==> config.mk <==
export PLATFORM = sky130hd
export DESIGN_NAME = stpidx_core
export DESIGN_NICKNAME = d
export VERILOG_FILES = /design/src/shared/stpidx_pkg.sv /design/src/verilog/stpidx_short_guard.sv /design/src/verilog/stpidx_core.sv
export VERILOG_INCLUDE_DIRS = /design/src /design/src/shared
export SDC_FILE = /design/constraint.sdc
export NUM_CORES = 1
export LEC_CHECK = 0
export ABC_AREA = 0
export BUFFER_PORTS_ARGS = -buffer_cell sky130_fd_sc_hd__buf_2
export CORE_ASPECT_RATIO = 0.5
export CORE_MARGIN = 1.5
export CORE_UTILIZATION = 59
export DETAILED_ROUTE_END_ITERATION = 6
export GPL_ROUTABILITY_DRIVEN = 0
export GPL_TIMING_DRIVEN = 0
export HOLD_SLACK_MARGIN = 0.1
export PLACE_DENSITY_LB_ADDON = 0.2
export REMOVE_ABC_BUFFERS = 1
export SYNTH_ARGS = -nofsm -noshare
export SYNTH_HDL_FRONTEND = slang
export SYNTH_SLANG_ARGS = --single-unit
==> constraint.sdc <==
create_clock -name CLK_SYS -period 6.2 [get_ports CLK_SYS]
set_clock_uncertainty 0.05 [all_clocks]
set_input_delay 0.62 -clock CLK_SYS [delete_from_list [all_inputs] [get_ports CLK_SYS]]
set_output_delay 0.62 -clock CLK_SYS [all_outputs]
set_load 0.05 [all_outputs]
==> src/shared/stpidx_defines.svh <==
`ifndef STPIDX_DEFINES_SVH
`define STPIDX_DEFINES_SVH
// register offsets (byte addresses)
`define STPIDX_OFF_GLOBAL_CONFIG   8'h00
`define STPIDX_OFF_VELOCITY        8'h04
`define STPIDX_OFF_STEP_INTERVAL   8'h08
`define STPIDX_OFF_POSITION        8'h0C
`define STPIDX_OFF_DRIVER_STATUS   8'h10
// global_config fields
`define STPIDX_CFG_INDEX_STEP      0
`define STPIDX_CFG_DRV_ENABLE      1
`define STPIDX_CFG_TSEL_LSB        2
`define STPIDX_CFG_TSEL_MSB        3
`define STPIDX_CFG_RESET           32'h0000_0002
// driver_status fields
`define STPIDX_ST_OT               0
`define STPIDX_ST_OTPW             1
`define STPIDX_ST_BRIDGE_A_GROUND_SHORT_FLAG             2
`define STPIDX_ST_BRIDGE_B_GROUND_SHORT_FLAG             3
`define STPIDX_ST_BRIDGE_A_SUPPLY_SHORT_FLAG            4
`define STPIDX_ST_BRIDGE_B_SUPPLY_SHORT_FLAG            5
`define STPIDX_ST_BRIDGE_A_OFF     6
`define STPIDX_ST_BRIDGE_B_OFF     7
// sequencer and short protection
`define STPIDX_POS_WIDTH           10
`define STPIDX_VEL_WIDTH           24
`define STPIDX_ACC_WIDTH           24
`define STPIDX_TIMER_WIDTH         20
`define STPIDX_TIMER_MAX           20'h F_FFFF
`define STPIDX_SHORT_RETRIES       3
`endif

==> src/shared/stpidx_pkg.sv <==
package stpidx_pkg;
	typedef enum logic [1:0] {
		STPIDX_TH_143 = 2'd0,
		STPIDX_TH_150_PW120 = 2'd1,
		STPIDX_TH_150_PW143 = 2'd2,
		STPIDX_TH_157 = 2'd3
	} stpidx_thsel_e;
	typedef enum {
		STPIDX_SC_IDLE,
		STPIDX_SC_RETRY,
		STPIDX_SC_LATCHED
	} stpidx_short_e;
endpackage

==> src/verilog/stpidx_short_guard.sv <==
`timescale 1ns/1ps
`default_nettype none
`include "stpidx_defines.svh"
module stpidx_short_guard #(
	parameter int RETRIES = `STPIDX_SHORT_RETRIES
) (
	// clock and reset
	input  wire logic clk,
	input  wire logic reset_n,
	// control
	input  wire logic drv_enable,
	input  wire logic short_gnd,
	input  wire logic short_sup,
	// results
	output logic      bridge_off,
	output logic      gnd_flag,
	output logic      sup_flag
);
	stpidx_pkg::stpidx_short_e state_reg;
	logic [1:0]                tries_reg;
	logic                      prev_reg;
	logic                      hit;
	logic                      rise;

	assign hit  = short_gnd | short_sup;
	assign rise = hit & ~prev_reg;

	always_ff @(posedge clk or negedge reset_n) begin
		if (!reset_n) begin
			prev_reg <= 1'b0;
		end else begin
			prev_reg <= hit;
		end
	end

	// each fresh detection is one retry; the next fresh detection after the retries latches
	always_ff @(posedge clk or negedge reset_n) begin
		if (!reset_n) begin
			state_reg  <= stpidx_pkg::STPIDX_SC_IDLE;
			tries_reg  <= 2'd0;
			gnd_flag   <= 1'b0;
			sup_flag   <= 1'b0;
			bridge_off <= 1'b0;
		end else if (!drv_enable) begin
			// a reset or disabling the driver are the only exits from a latched short
			state_reg  <= stpidx_pkg::STPIDX_SC_IDLE;
			tries_reg  <= 2'd0;
			gnd_flag   <= 1'b0;
			sup_flag   <= 1'b0;
			bridge_off <= 1'b0;
		end else begin
			unique case (state_reg)
				stpidx_pkg::STPIDX_SC_IDLE: begin
					if (rise) begin
						state_reg <= stpidx_pkg::STPIDX_SC_RETRY;
						tries_reg <= 2'd1;
					end
				end
				stpidx_pkg::STPIDX_SC_RETRY: begin
					if (rise) begin
						if (tries_reg == 2'(RETRIES)) begin
							state_reg  <= stpidx_pkg::STPIDX_SC_LATCHED;
							bridge_off <= 1'b1;
							gnd_flag   <= short_gnd;
							sup_flag   <= short_sup;
						end else begin
							tries_reg <= tries_reg + 2'd1;
						end
					end
				end
				stpidx_pkg::STPIDX_SC_LATCHED: begin
					state_reg <= stpidx_pkg::STPIDX_SC_LATCHED;
				end
			endcase
		end
	end
endmodule
`default_nettype wire

==> src/verilog/stpidx_core.sv <==
// How it works
// - index active at sequence zero point
// - index once per four full steps
// - step rate velocity times clock/2/2^23
// - velocity is two's complement signed
// - step interval counted in clock cycles
// - index-as-step option toggles each step
// - position wraps 1023 to 0
// - prewarn and shutdown flags, selectable thresholds
// - default shutdown 143, prewarn 120
// - 150 shutdown via serial or OTP
// - 157 shutdown only via serial
// - shutdown holds until below prewarn
// - short confirmed after three retries
// - only affected bridge off, flag set
// - short latched until driver re-enabled
// - direction 0 counts up, 1 down
// - 1024-entry table indexed by counter
//
// Chosen here: the address map and the address-and-strobe port.
`timescale 1ns/1ps
`default_nettype none
`include "stpidx_defines.svh"
module stpidx_core #(
	parameter int POS_W   = `STPIDX_POS_WIDTH,
	parameter int VEL_W   = `STPIDX_VEL_WIDTH,
	parameter int TIMER_W = `STPIDX_TIMER_WIDTH
) (
	// clock and reset
	input  wire logic              CLK_SYS,
	input  wire logic              RESET_N,
	// register port
	input  wire logic [7:0]        ADDR,
	input  wire logic [31:0]       WDATA,
	input  wire logic              WR,
	input  wire logic              RD,
	output logic [31:0]            RDATA,
	// step pins
	input  wire logic              STEP_PIN,
	input  wire logic              DIR_PIN,
	input  wire logic [8:0]        STEP_WIDTH,
	// otp threshold settings
	input  wire logic              OTP_TH_150,
	input  wire logic              OTP_PW_143,
	// analog comparators, one per threshold
	input  wire logic              TEMP_ABOVE_120,
	input  wire logic              TEMP_ABOVE_143,
	input  wire logic              TEMP_ABOVE_150,
	input  wire logic              TEMP_ABOVE_157,
	// short detectors
	input  wire logic              SHORT_GND_A,
	input  wire logic              SHORT_SUP_A,
	input  wire logic              SHORT_GND_B,
	input  wire logic              SHORT_SUP_B,
	// outputs
	output logic                   INDEX,
	output logic                   BRIDGE_A_EN,
	output logic                   BRIDGE_B_EN,
	output logic [POS_W-1:0]       MICROSTEP_POSITION
);
	// synchronisers for pins
	logic [1:0] step_sync_reg;
	logic [1:0] dir_sync_reg;
	logic [3:0] tmp_s1_reg;
	logic [3:0] tmp_s2_reg;
	logic [3:0] sh_s1_reg;
	logic [3:0] sh_s2_reg;
	logic       step_prev_reg;

	always_ff @(posedge CLK_SYS or negedge RESET_N) begin
		if (!RESET_N) begin
			step_sync_reg <= 2'b00;
			dir_sync_reg  <= 2'b00;
			tmp_s1_reg    <= 4'h0;
			tmp_s2_reg    <= 4'h0;
			sh_s1_reg     <= 4'h0;
			sh_s2_reg     <= 4'h0;
			step_prev_reg <= 1'b0;
		end else begin
			step_sync_reg <= {step_sync_reg[0], STEP_PIN};
			dir_sync_reg  <= {dir_sync_reg[0], DIR_PIN};
			tmp_s1_reg    <= {TEMP_ABOVE_157, TEMP_ABOVE_150, TEMP_ABOVE_143, TEMP_ABOVE_120};
			tmp_s2_reg    <= tmp_s1_reg;
			sh_s1_reg     <= {SHORT_SUP_B, SHORT_GND_B, SHORT_SUP_A, SHORT_GND_A};
			sh_s2_reg     <= sh_s1_reg;
			step_prev_reg <= step_sync_reg[1];
		end
	end

	// registers
	logic [31:0]      global_config_reg;
	logic [VEL_W-1:0] internal_velocity_reg;
	logic             otp_cap_reg;
	logic             otp_150_reg;
	logic             otp_pw143_reg;

	always_ff @(posedge CLK_SYS or negedge RESET_N) begin
		if (!RESET_N) begin
			global_config_reg     <= `STPIDX_CFG_RESET;
			internal_velocity_reg <= '0;
		end else if (WR) begin
			if (ADDR == `STPIDX_OFF_GLOBAL_CONFIG) begin
				global_config_reg <= {28'h000_0000, WDATA[3:0]};
			end
			if (ADDR == `STPIDX_OFF_VELOCITY) begin
				internal_velocity_reg <= WDATA[VEL_W-1:0];
			end
		end
	end

	// otp straps caught once after reset release
	always_ff @(posedge CLK_SYS or negedge RESET_N) begin
		if (!RESET_N) begin
			otp_cap_reg   <= 1'b0;
			otp_150_reg   <= 1'b0;
			otp_pw143_reg <= 1'b0;
		end else if (!otp_cap_reg) begin
			otp_cap_reg   <= 1'b1;
			otp_150_reg   <= OTP_TH_150;
			otp_pw143_reg <= OTP_PW_143;
		end
	end

	logic index_step_opt;
	logic drv_enable;
	assign index_step_opt = global_config_reg[`STPIDX_CFG_INDEX_STEP];
	assign drv_enable     = global_config_reg[`STPIDX_CFG_DRV_ENABLE];

	// internal velocity accumulator: carry out of 24 bits = clk/2^24 * |v| = clk/2/2^23 * |v|
	logic signed [VEL_W-1:0] vel_s;
	logic [VEL_W-1:0]        vel_mag;
	logic [VEL_W:0]          acc_sum;
	logic [VEL_W-1:0]        acc_reg;
	logic                    int_active;
	logic                    int_step;
	logic                    ext_step;
	logic                    step_evt;
	logic                    step_dir;

	assign vel_s      = $signed(internal_velocity_reg);
	assign vel_mag    = vel_s[VEL_W-1] ? VEL_W'(-vel_s) : internal_velocity_reg;
	assign int_active = (internal_velocity_reg != '0);
	assign acc_sum    = {1'b0, acc_reg} + {1'b0, vel_mag};
	assign int_step   = int_active & acc_sum[VEL_W];
	assign ext_step   = ~int_active & step_sync_reg[1] & ~step_prev_reg;
	assign step_evt   = int_step | ext_step;
	assign step_dir   = int_active ? vel_s[VEL_W-1] : dir_sync_reg[1];

	always_ff @(posedge CLK_SYS or negedge RESET_N) begin
		if (!RESET_N) begin
			acc_reg <= '0;
		end else if (int_active) begin
			acc_reg <= acc_sum[VEL_W-1:0];
		end else begin
			acc_reg <= '0;
		end
	end

	// microstep position indexes the 1024-entry table; natural wrap
	logic [POS_W-1:0] pos_reg;
	logic [POS_W-1:0] pos_next;
	logic [POS_W-1:0] inc;

	assign inc = int_active ? POS_W'(1) : POS_W'(STEP_WIDTH);

	always_comb begin
		pos_next = pos_reg;
		if (step_evt) begin
			if (step_dir) begin
				pos_next = pos_reg - inc;
			end else begin
				pos_next = pos_reg + inc;
			end
		end
	end

	always_ff @(posedge CLK_SYS or negedge RESET_N) begin
		if (!RESET_N) begin
			pos_reg <= '0;
		end else begin
			pos_reg <= pos_next;
		end
	end

	assign MICROSTEP_POSITION = pos_reg;

	// step interval in clock cycles; the counter saturates, and a step taken at saturation captures 0
	logic [TIMER_W-1:0] tcnt_reg;
	logic [TIMER_W-1:0] step_interval_clocks_reg;

	always_ff @(posedge CLK_SYS or negedge RESET_N) begin
		if (!RESET_N) begin
			tcnt_reg                 <= '0;
			step_interval_clocks_reg <= `STPIDX_TIMER_MAX;
		end else if (step_evt) begin
			step_interval_clocks_reg <= tcnt_reg + TIMER_W'(1);
			tcnt_reg                 <= '0;
		end else if (tcnt_reg != `STPIDX_TIMER_MAX) begin
			tcnt_reg <= tcnt_reg + TIMER_W'(1);
			if (tcnt_reg + TIMER_W'(1) > step_interval_clocks_reg) begin
				step_interval_clocks_reg <= tcnt_reg + TIMER_W'(1);
			end
		end
	end

	// index: zero point is position 0, reached once per 1024-entry wave
	logic toggle_reg;

	always_ff @(posedge CLK_SYS or negedge RESET_N) begin
		if (!RESET_N) begin
			toggle_reg <= 1'b0;
		end else if (step_evt) begin
			toggle_reg <= ~toggle_reg;
		end
	end

	always_ff @(posedge CLK_SYS or negedge RESET_N) begin
		if (!RESET_N) begin
			INDEX <= 1'b0;
		end else if (index_step_opt) begin
			INDEX <= ~toggle_reg & step_evt | toggle_reg & ~step_evt;
		end else begin
			INDEX <= (pos_next == '0);
		end
	end

	// thresholds: serial selection overrides otp when nonzero; 157 is serial only
	stpidx_pkg::stpidx_thsel_e thsel;
	logic                      above_pw;
	logic                      above_sd;
	logic                      ot_reg;

	always_comb begin
		thsel = stpidx_pkg::stpidx_thsel_e'(global_config_reg[`STPIDX_CFG_TSEL_MSB:`STPIDX_CFG_TSEL_LSB]);
		if (thsel == stpidx_pkg::STPIDX_TH_143 && otp_150_reg) begin
			thsel = otp_pw143_reg ? stpidx_pkg::STPIDX_TH_150_PW143 : stpidx_pkg::STPIDX_TH_150_PW120;
		end
		unique case (thsel)
			stpidx_pkg::STPIDX_TH_143: begin
				above_sd = tmp_s2_reg[1];
				above_pw = tmp_s2_reg[0];
			end
			stpidx_pkg::STPIDX_TH_150_PW120: begin
				above_sd = tmp_s2_reg[2];
				above_pw = tmp_s2_reg[0];
			end
			stpidx_pkg::STPIDX_TH_150_PW143: begin
				above_sd = tmp_s2_reg[2];
				above_pw = tmp_s2_reg[1];
			end
			stpidx_pkg::STPIDX_TH_157: begin
				above_sd = tmp_s2_reg[3];
				above_pw = tmp_s2_reg[1];
			end
		endcase
	end

	always_ff @(posedge CLK_SYS or negedge RESET_N) begin
		if (!RESET_N) begin
			ot_reg <= 1'b0;
		end else if (above_sd) begin
			ot_reg <= 1'b1;
		end else if (!above_pw) begin
			ot_reg <= 1'b0;
		end
	end

	// short protection per bridge
	logic a_off;
	logic b_off;
	logic a_gnd;
	logic a_sup;
	logic b_gnd;
	logic b_sup;

	stpidx_short_guard u_guard_a (
		.clk        (CLK_SYS),
		.reset_n    (RESET_N),
		.drv_enable (drv_enable),
		.short_gnd  (sh_s2_reg[0]),
		.short_sup  (sh_s2_reg[1]),
		.bridge_off (a_off),
		.gnd_flag   (a_gnd),
		.sup_flag   (a_sup)
	);

	stpidx_short_guard u_guard_b (
		.clk        (CLK_SYS),
		.reset_n    (RESET_N),
		.drv_enable (drv_enable),
		.short_gnd  (sh_s2_reg[2]),
		.short_sup  (sh_s2_reg[3]),
		.bridge_off (b_off),
		.gnd_flag   (b_gnd),
		.sup_flag   (b_sup)
	);

	assign BRIDGE_A_EN = drv_enable & ~ot_reg & ~a_off;
	assign BRIDGE_B_EN = drv_enable & ~ot_reg & ~b_off;

	logic [7:0] status_word;
	assign status_word = {b_off, a_off, b_sup, a_sup, b_gnd, a_gnd, above_pw, ot_reg};

	// read data one cycle after strobe, zero otherwise and for unmapped
	always_ff @(posedge CLK_SYS or negedge RESET_N) begin
		if (!RESET_N) begin
			RDATA <= 32'h0000_0000;
		end else if (RD) begin
			unique case (ADDR)
				`STPIDX_OFF_GLOBAL_CONFIG: RDATA <= global_config_reg;
				`STPIDX_OFF_VELOCITY:      RDATA <= 32'(internal_velocity_reg);
				`STPIDX_OFF_STEP_INTERVAL: RDATA <= 32'(step_interval_clocks_reg);
				`STPIDX_OFF_POSITION:      RDATA <= 32'(pos_reg);
				`STPIDX_OFF_DRIVER_STATUS: RDATA <= {24'h00_0000, status_word};
				default:                   RDATA <= 32'h0000_0000;
			endcase
		end else begin
			RDATA <= 32'h0000_0000;
		end
	end
endmodule
`default_nettype wire

After elaboration in Yosys (flattened, before gate mapping)
Cells that the tools add are included.

Eq/ne operators: 31. Muxes and demuxes: 64. Reductions and logical operators: 22. Add/sub/neg operators: 7. Bitwise gates (word level): 23. Magnitude comparators: 1.

Operators by type and width (count): $mux 32 (9); $pmux 32 s3 (2); $pmux 24 s5 (1); $mux 20 (5); $eq 32x1->1 const B (2); $eq 32x2->1 const B (2); $logic_not 32->1 (2); $mux 24 (2); $mux 1 (28); $add 24x24->25 (1); $neg 24->24 (1); $reduce_bool 24->1 (1); $add 20x1->20 const B (1); $gt 20x20->1 (1); $mux 10 (2); $mux 2 (10); $ne 20x20->1 const B (1); $ne 3x2->1 const B (6); $eq 8x4->1 const B (2); $ne 2x1->1 const B (7); $reduce_and 3->1 (4); $add 10x9->10 (1); $and 1x1->1 (10); $logic_not 10->1 (1); 21 further kinds (46).

Output and inout port bits: 45. Register bits after elaboration: 237.

Longest topological paths before layout
Gate-level depths: netlist (run 1).

Depth in word-level cells: 9. Gate-level depth with buffers: 21. Gate-level depth less buffers: 20.

By module
From an unflattened synthesis (run 1), not the netlist that was laid out.

Cells, all modules: 962. Area, all modules: 9676.8 um2.

By module, submodules not included: stpidx_core (area an instance 8798.4 um2, times used 1, cells an instance 876); stpidx_short_guard (area an instance 439.2 um2, times used 2, cells an instance 43).

Worst setup path after synthesis (run 1)
No wires, ideal clock.

Path kind: register to register. Start point: register internal_velocity_reg[19]. End point: register INDEX. Buffers on the path: 1. Stages on the path, launching flop included: 20. Path slack: 1.788 ns. Data arrival time: 4.258 ns. Library setup time: 0.104 ns. Data required time: 6.046 ns. Cell sequence: dfrtp_1 or4_4 or4_1 buf_2 nor3_2 nand2_1 ha_1 nor2_1 nor2_1 a31oi_1 o21ai_0 ha_1 and3_1 a21oi_1 a31oi_1 xor2_1 nor4b_1 nand2_1 o22a_1 o41ai_2.

Longest elaborated chain between the ends: 9.

Ends and longest elaborated chain: start, declared (RTL line stpidx_core.sv:92) `logic [VEL_W-1:0] internal_velocity_reg;`; start signal, assigned (RTL line stpidx_core.sv:106) `internal_velocity_reg <= WDATA[VEL_W-1:0];`; parallel branches: the longest is 8 deep, another holds $add 24x24->25; $mux 1 * (RTL line stpidx_core.sv:220) `end else if (index_step_opt) begin`; end signal, assigned (RTL line stpidx_core.sv:221) `INDEX <= ~toggle_reg & step_evt | toggle_reg & ~step_evt;`; end signal, assigned (RTL line stpidx_core.sv:223) `INDEX <= (pos_next == '0);`; end, declared (RTL line stpidx_core.sv:56) `output logic INDEX,`.

Every way passes the cells marked *. A chain may end at the register's enable or synchronous reset.

Worst setup path after layout (run 1)
Start point: register internal_velocity_reg[0]. End point: register step_interval_clocks_reg[1].

Longest elaborated chain between the ends: 7.

Ends and longest elaborated chain: $neg 24->24 or $reduce_bool 24->1 (tied branches) (RTL line stpidx_core.sv:141, stpidx_core.sv:142); $mux 24 or $not 1->1 (tied branches) (RTL line stpidx_core.sv:141, stpidx_core.sv:145); $add 24x24->25 or $and 1x1->1 (tied branches) (RTL line stpidx_core.sv:143, stpidx_core.sv:145); $and 1x1->1, on equally long branches (RTL line stpidx_core.sv:144, stpidx_core.sv:145); $or 1x1->1 * (RTL line stpidx_core.sv:146) `assign step_evt = int_step | ext_step;`; $reduce_bool 2->1 (no line); $reduce_and 2->1 (no line); end signal, assigned (RTL line stpidx_core.sv:194) `` step_interval_clocks_reg <= `STPIDX_TIMER_MAX; ``; end signal, assigned (RTL line stpidx_core.sv:196) `step_interval_clocks_reg <= tcnt_reg + TIMER_W'(1);`; end signal, assigned (RTL line stpidx_core.sv:201) `step_interval_clocks_reg <= tcnt_reg + TIMER_W'(1);`; end, declared (RTL line stpidx_core.sv:189) `logic [TIMER_W-1:0] step_interval_clocks_reg;`.

Every way passes the cells marked *; elsewhere a longest branch is shown, timed or not.

==> results of run 1 <==
==> routing by layer <==
layer | vias up | share of wire [%] | global-route usage [%]
li1 | 3516 | - | -
met1 | 3514 | 46 | 36.9
met2 | 231 | 46 | 44.1
met3 | 45 | 6.0 | 5.43
met4 | 0 | 1.9 | 9.36
met5 | - | 0 | 0
==> logic make-up (layout without fill, tap and decap cells) <==
family	Yosys count	in the layout
other	2	9
AOI/OAI and AO/OA	202	202
adders and majority gates	65	65
DFF	169	169
muxes	73	73
xor gates and xnor gates	59	59
and+or+nand+nor	258	258
buffers and inverters	112	202
==> worst max-delay path: cells and delay by family, from the launching register on <==
kind | cells | cell delay [ns]
muxes | 1 | 0.35
and+or+nand+nor | 6 | 1.77
xor gates and xnor gates | 1 | 0.14
AOI/OAI and AO/OA | 4 | 2.26
adders and majority gates | 2 | 0.54
DFF | 1 | 0.49
buffers and inverters | 1 | 0.10
==> power breakdown <==
part / internal (mW) / switching (mW)
clock: 0.545 / 0.526
sequential: 1.26 / 0.141
combinational: 0.642 / 0.909
total: 2.45 / 1.58
==> per-stage QoR <==
step | setup WS [ns] | instances | utilization (%)
global placement | -0.260 | 1207 | 64.6
detailed placement | 0.515 | 1209 | 65.1
floorplan | 1.13 | 910 | -
CTS | 0.463 | 1241 | 68.9
finish | 0.416 | 1241 | 68.9
global route | 0.0435 | 1241 | 68.9
==> placed cells by master, fill, tap and decap left out, types with 5 or more instances in the layout <==
master | netlist | final
a21oi_1 | 54 | 54
nand2b_1 | 7 | 7
o21a_1 | 11 | 11
a211oi_1 | 6 | 6
nor2b_1 | 14 | 14
a21o_1 | 14 | 14
buf_2 | 3 | 92
a31oi_1 | 11 | 11
inv_1 | 74 | 74
and2_1 | 5 | 5
o21ai_0 | 42 | 42
and3_1 | 15 | 15
clkbuf_16 | 0 | 17
mux2_2 | 36 | 36
nor3_1 | 21 | 21
inv_8 | 0 | 5
conb_1 | 2 | 9
a22o_1 | 9 | 9
nand3_1 | 22 | 22
dfstp_2 | 21 | 21
nor2_1 | 64 | 64
o31ai_1 | 9 | 9
or4_1 | 7 | 7
xor2_1 | 17 | 17
nor4_1 | 11 | 11
ha_1 | 63 | 63
nand2_1 | 55 | 55
nand4_1 | 11 | 11
xnor2_1 | 42 | 42
o41ai_1 | 7 | 7
dfrtp_1 | 148 | 148
mux2i_1 | 35 | 35
==> area by class of cell <==
class	count	area, µm²	area share (%)
multi-input combinational	666	4840	45.0
sequential	169	4260	39.6
timing repair buffer	95	531	4.93
clock buffer	17	425	3.95
inverter	75	282	2.62
tap	204	255	2.37
clock inverter	15	171	1.59
==> worst max path at each step <==
stage	to	slack (ns)	startpoint	depth (start not counted)
floorplan	INDEX	1.13	internal_velocity_reg[19]	18
global placement	INDEX	-0.26	internal_velocity_reg[0]	20
detailed placement	INDEX	0.51	internal_velocity_reg[0]	16
CTS	INDEX	0.46	internal_velocity_reg[2]	14
global route	INDEX	0.04	internal_velocity_reg[0]	16
finish	step_interval_clocks_reg[1]	0.42	internal_velocity_reg[0]	15
==> reports/metrics.yaml, run 1 <==
layout:
  drive_gt1_share_pct: 19.1
  nNetsFinal: 1154
  syn_to_final_growth_pct: 12.8
  fillers: 1163
  finalInstanceArea_mm2: 0.0108
  antenna_cells: 0
placed_design:
  dpl_cell_area_mm2: 0.0102
  port_buffers: 93
  dp_hpwl_mm: 15.8
sta:
  tns_ns: 0
  fin_crit_ns: 5.78
  setup_violations: 0
  tightestPinTransition_ns: 1.13
  holdWs_ns: 0.0804
  fmaxAchievable_mhz: 173
  finalMaxSlewViolations: 0
  slew_headroom_pct: 24.5
  hold_violations: 0
  grt_setup_unrepaired: "false"
  period_share_pct: 93.3
clocking:
  cts_max_level: 4
  cts_sinks: 169
  cts_tree: "built"
  holdBufCountCts: 0
  clk_pin_slew_ns: 0.08
  cts_setup_buffers: 0
  cts_buffers: 17
  clockBufferDepth: 2
  cts.repair.resized: 0
  clock_latency_ns: 0.44
  root_buffer: "clkbuf_16"
setup_path:
  r2r_start: "internal_velocity_reg[0]"
  crit_slowest_cell: "o21bai_4"
  r2r_cells: 15
  cp_cell_sequence: "inv_1 > ha_1 > nor3b_1 > nand2_1 > or4_1 > o21ai_0 > xnor2_1 > ha_1 > and4_1 > nand4_1 > a2111oi_0 > nor2_1 > o21bai_4 > o21bai_4 > mux2_4"
  r2r-end: "step_interval_clocks_reg[1]"
  cp.required_ns: 6.52
  r2r_slack_ns: 0.42
  critPathKind: "register to register"
  arrival_ns: 6.11
  crit_fanout: 36
  slowest_delay_ns: 0.86
  cp-start-kind: "register"
  cp-end-kind: "register"
pwr:
  power_mw: 4.02
  leakage_nw: 5.18
  power.density_mw_per_mm2: 374
  peakVddDrop_mv: 0.223
yosys:
  syn_avg_cell_area_um2: 10.1
  synth_common_cells: "148 x dfrtp_1, 74 x inv_1, 64 x nor2_1, 63 x ha_1, 55 x nand2_1"
  synth_top_family_by_area: "compound AO/OA/AOI/OAI gates"
  synthXorXnorAreaFrac_pct: 5.42
  synthFlopType: "dfrtp_1"
  synth_most_common_cell: "dfrtp_1"
  synth_seq_cells: 169
  synthAdderAreaFrac_pct: 8.68
  synth_top_cell_area_share_pct: 38.8
  seq_area_frac_synth_pct: 44.6
  syn_inst: 940
  synth_cell_types: 73
  yosysTopAreaCell: "dfrtp_1"
  synthMuxAreaShare_pct: 8.32
  syn_area_mm2: 0.00954
  synthSimpleGateAreaFrac_pct: 13.7
  yosysWarnings: 0
  ys_top_cells_by_area: "dfrtp_1 39%, ha_1 8.3%, dfstp_2 5.8%"
  synth-compound-area-share_pct: 14.1
  synth_edf_count: 0
  async_flop_share_pct: 100
die:
  dieArea_mm2: 0.0170
  fp.dieH_um: 92.9
  pin_count: 110
  row_count: 32
  fp.coreArea_mm2: 0.0156
  die_w_um: 183
  start_util_pct: 61.1
global_route:
  grt_max_degree: 100
  grt_pass1_vias: 7255
  grt_overflow: 0
  grt_usage_pct: 27.2
  antenna_found_initial: 0
  grt_pass1_wl_mm: 35.9
detailed_routing:
  vias_per_cell: 5.89
  wl_mm: 21.8
  vias: 7306
  drtIter0Drc: 656
  ant_nets: 0
  remaining_drc_errors: 0
  dr.pass1.iters: 5
  wire_per_inst_um: 17.6
flow_run:
  drv_cap: 0
worst_hold_path:
  hold_class: "input port to asynchronous set/reset pin"
outcome:
  outcome: "complete, no violations"
(Power assumes the default switching activity.)
==> run 2, diff against run 1 <==
--- a/config.mk
+++ b/config.mk
@@ -8,15 +8,16 @@
 export LEC_CHECK = 0
 export ABC_AREA = 0
 export BUFFER_PORTS_ARGS = -buffer_cell sky130_fd_sc_hd__buf_2
-export CORE_ASPECT_RATIO = 0.5
+export CORE_ASPECT_RATIO = 0.8
 export CORE_MARGIN = 1.5
-export CORE_UTILIZATION = 59
+export CORE_UTILIZATION = 55
 export DETAILED_ROUTE_END_ITERATION = 6
 export GPL_ROUTABILITY_DRIVEN = 0
 export GPL_TIMING_DRIVEN = 0
 export HOLD_SLACK_MARGIN = 0.1
 export PLACE_DENSITY_LB_ADDON = 0.2
 export REMOVE_ABC_BUFFERS = 1
+export SETUP_SLACK_MARGIN = 0.4
 export SYNTH_ARGS = -nofsm -noshare
 export SYNTH_HDL_FRONTEND = slang
 export SYNTH_SLANG_ARGS = --single-unit
==> run 2 against run 1 <==
Via count shrank 1.4%. Setup slack gained 0.26 ns. Highest routed layer unchanged. Clock power grew 10%. Die area grew 6.8%. Count of clock-buffer cells in the layout stayed put. Critical path depth grew 1. Sequential share of layout area fell by 0.60 points. Hold slack better by 0.029 ns.
==> reports/metrics.yaml, run 2 (same netlist as run 1, synthesis figures left out) <==
outcome:
  outcome: "complete, no violations"
sta:
  setup_violations: 0  # unchanged
  tightestPinTransition_ns: 1.18  # +0.0541 ns
  fin_crit_ns: 5.53  # -0.255 ns
  grt_setup_unrepaired: "false"
  fmaxAchievable_mhz: 181  # +4.6%
  hold_violations: 0  # unchanged
  period_share_pct: 89.2  # -4.1 points
  slew_headroom_pct: 20.9  # -3.6 points
  finalMaxSlewViolations: 0  # unchanged
  layout_setup_ws_ns: 0.672  # +0.255 ns
  holdWs_ns: 0.109  # +0.0288 ns
setup_path:
  crit_buf_inv: 0  # -1
  cp-start-kind: "register"
  cp.required_ns: 6.46  # -0.06 ns
  slowest_delay_ns: 0.59  # -0.27 ns
  critPathKind: "register to register"
  crit_slowest_cell: "o41ai_2"
  arrival_ns: 5.79  # -0.32 ns
  crit_fanout: 13  # -64%
  critical_path.top_delay_family: "simple AND/OR/NAND/NOR gates"
  cp-end-kind: "register"
  cp_cell_sequence: "nor4_2 > nand2_1 > nor4_1 > nand2_1 > or4_1 > o41ai_1 > xnor2_1 > ha_1 > nand3_1 > a21oi_1 > nor4_1 > o41ai_2 > o21bai_4 > mux2_2 > or2_1 > o41ai_2"
global_route:
  grt_max_degree: 87  # -13%
  grt_overflow: 0  # unchanged
  grt_pass1_wl_mm: 36.1  # +0.56%
  grt_usage_pct: 25.9  # -1.3 points
  grt_pass1_vias: 6994  # -3.6%
  antenna_found_initial: 0  # unchanged
layout:
  final_cell_mix: "148 x dfrtp_1, 92 x buf_2, 74 x inv_1"
  fin_util_pct: 65.2  # -3.7 points
  layout_commonest_cell: "dfrtp_1"
  drive_gt1_share_pct: 20.2  # +1.1 points
  nNetsFinal: 1163  # +0.78%
  final_cells: 1266  # +2.0%
  finalInstanceArea_mm2: 0.0109  # +1.5%
  fillers: 1375  # +18%
  syn_to_final_growth_pct: 14.5
  antenna_cells: 0  # unchanged
detailed_routing:
  remaining_drc_errors: 0  # unchanged
  vias_per_cell: 5.69  # -3.3%
  dr.pass1.iters: 4  # -1
  drtIter0Drc: 466  # -29%
  vias: 7207  # -1.4%
  wl_mm: 22.0  # +0.95%
  wire_per_inst_um: 17.4  # -1.0%
  ant_nets: 0  # unchanged
die:
  start_util_pct: 56.9  # -4.2 points
  row_count: 42  # +31%
  fp.coreArea_mm2: 0.0168  # +7.4%
  dieArea_mm2: 0.0181  # +6.8%
  pin_count: 110  # unchanged
  fp.dieH_um: 121  # +30%
  die_w_um: 150  # -18%
clocking:
  holdBufCountCts: 0  # unchanged
  cts_max_level: 4  # unchanged
  cts_sinks: 169  # unchanged
  clk_pin_slew_ns: 0.07  # about the same
  cts_buffers: 17  # unchanged
  cts_tree: "built"
  clock_latency_ns: 0.44  # about the same
  clockBufferDepth: 2  # unchanged
  root_buffer: "clkbuf_16"
placed_design:
  port_buffers: 93  # unchanged
  dp.cells: 1225  # +1.3%
  place_ws_ns: 0.314  # -0.201 ns
  dpl_cell_area_mm2: 0.0102  # about the same
  dp_hpwl_mm: 15.8  # +0.14%
pwr:
  leakage_nw: 5.27  # +1.7%
  peakVddDrop_mv: 0.302  # +35%
  power.density_mw_per_mm2: 382  # +2.0%
worst_hold_path:
  hold_class: "input port to asynchronous set/reset pin"
flow_run:
  drv_cap: 0  # unchanged
-- run 2: changes by cell type in the layout (fill, tap and decap cells not counted), sizes merged --
cell	previous run	this run
o21bai	3	4
buf	95	103
clkinv	5	3
clkinvlp	2	1
inv	83	82
bufinv	0	4
-- run 2: per-layer routing --
| metal | vias up | global-route usage, % | wire [µm] |
|---|---|---|---|
| met3 | 20 | 7.43 | 1380 |
| met4 | 0 | 6.86 | 310 |
| met1 | 3463 | 38.0 | 10900 |
| met2 | 197 | 37.3 | 9470 |
| met5 | - | 0 | 0 |
| li1 | 3527 | - | - |
-- run 2: final timing paths --
path	start	endpoint	slack [ns]	depth (start not counted)
worst max-delay path	internal_velocity_reg[7]	INDEX	0.67	16
min in group CLK_SYS	TEMP_ABOVE_150	tmp_s1_reg[2]	0.24	1
worst max register to register	internal_velocity_reg[7]	INDEX	0.67	16
worst min-delay path	RESET_N	step_prev_reg	0.11	1
worst min register to register	tmp_s1_reg[0]	tmp_s2_reg[0]	0.30	0
max in group asynchronous	RESET_N	step_interval_clocks_reg[3]	5.11	2
-- run 2: where the power goes --
| group | total [mW] | switching, mW | leakage (nW) | internal [mW] |
|---|---|---|---|---|
| logic | 1.59 | 0.942 | 2.78 | 0.650 |
| clock network | 1.18 | 0.487 | 0.320 | 0.694 |
| registers | 1.39 | 0.134 | 2.17 | 1.26 |
| total | 4.17 | 1.56 | 5.27 | 2.60 |
-- run 2: metrics by stage --
stage          setup TNS (ns)  power (mW)
2_1_floorplan               0        2.56
3_3_place_gp            -1.12        2.92
3_5_place_dp                0        2.96
4_1_cts                     0        4.16
5_1_grt                     0        4.41
6_report                    0        4.17
-- run 2: cell type report --
| cell class | count | area [µm²] | area share, % |
|---|---|---|---|
| clock buffer | 17 | 425 | 3.90 |
| clock inverter | 15 | 233 | 2.13 |
| inverter | 75 | 282 | 2.58 |
| multi-input combinational | 667 | 4870 | 44.6 |
| sequential | 169 | 4260 | 39.0 |
| tap | 220 | 275 | 2.52 |
| timing repair buffer | 103 | 578 | 5.29 |
-- run 2: worst reg2reg max path, stage by stage (launching register included) --
cell and delay (ns):
dfrtp_1 0.44, nor4_2 0.52, nand2_1 0.18, nor4_1 0.37
nand2_1 0.17, or4_1 0.57, o41ai_1 0.37, xnor2_1 0.11
ha_1 0.36, nand3_1 0.18, a21oi_1 0.16, nor4_1 0.07
o41ai_2 0.59, o21bai_4 0.36, mux2_2 0.41, or2_1 0.22
o41ai_2 0.27
-- run 2: repair_timing --
item,in CTS,in global routing
hold endpoints to repair,0,0
resized for setup,2,2
buffers inserted,0,8
endpoints found under the setup margin,5,15
gates cloned,1,0
pin swaps,2,1
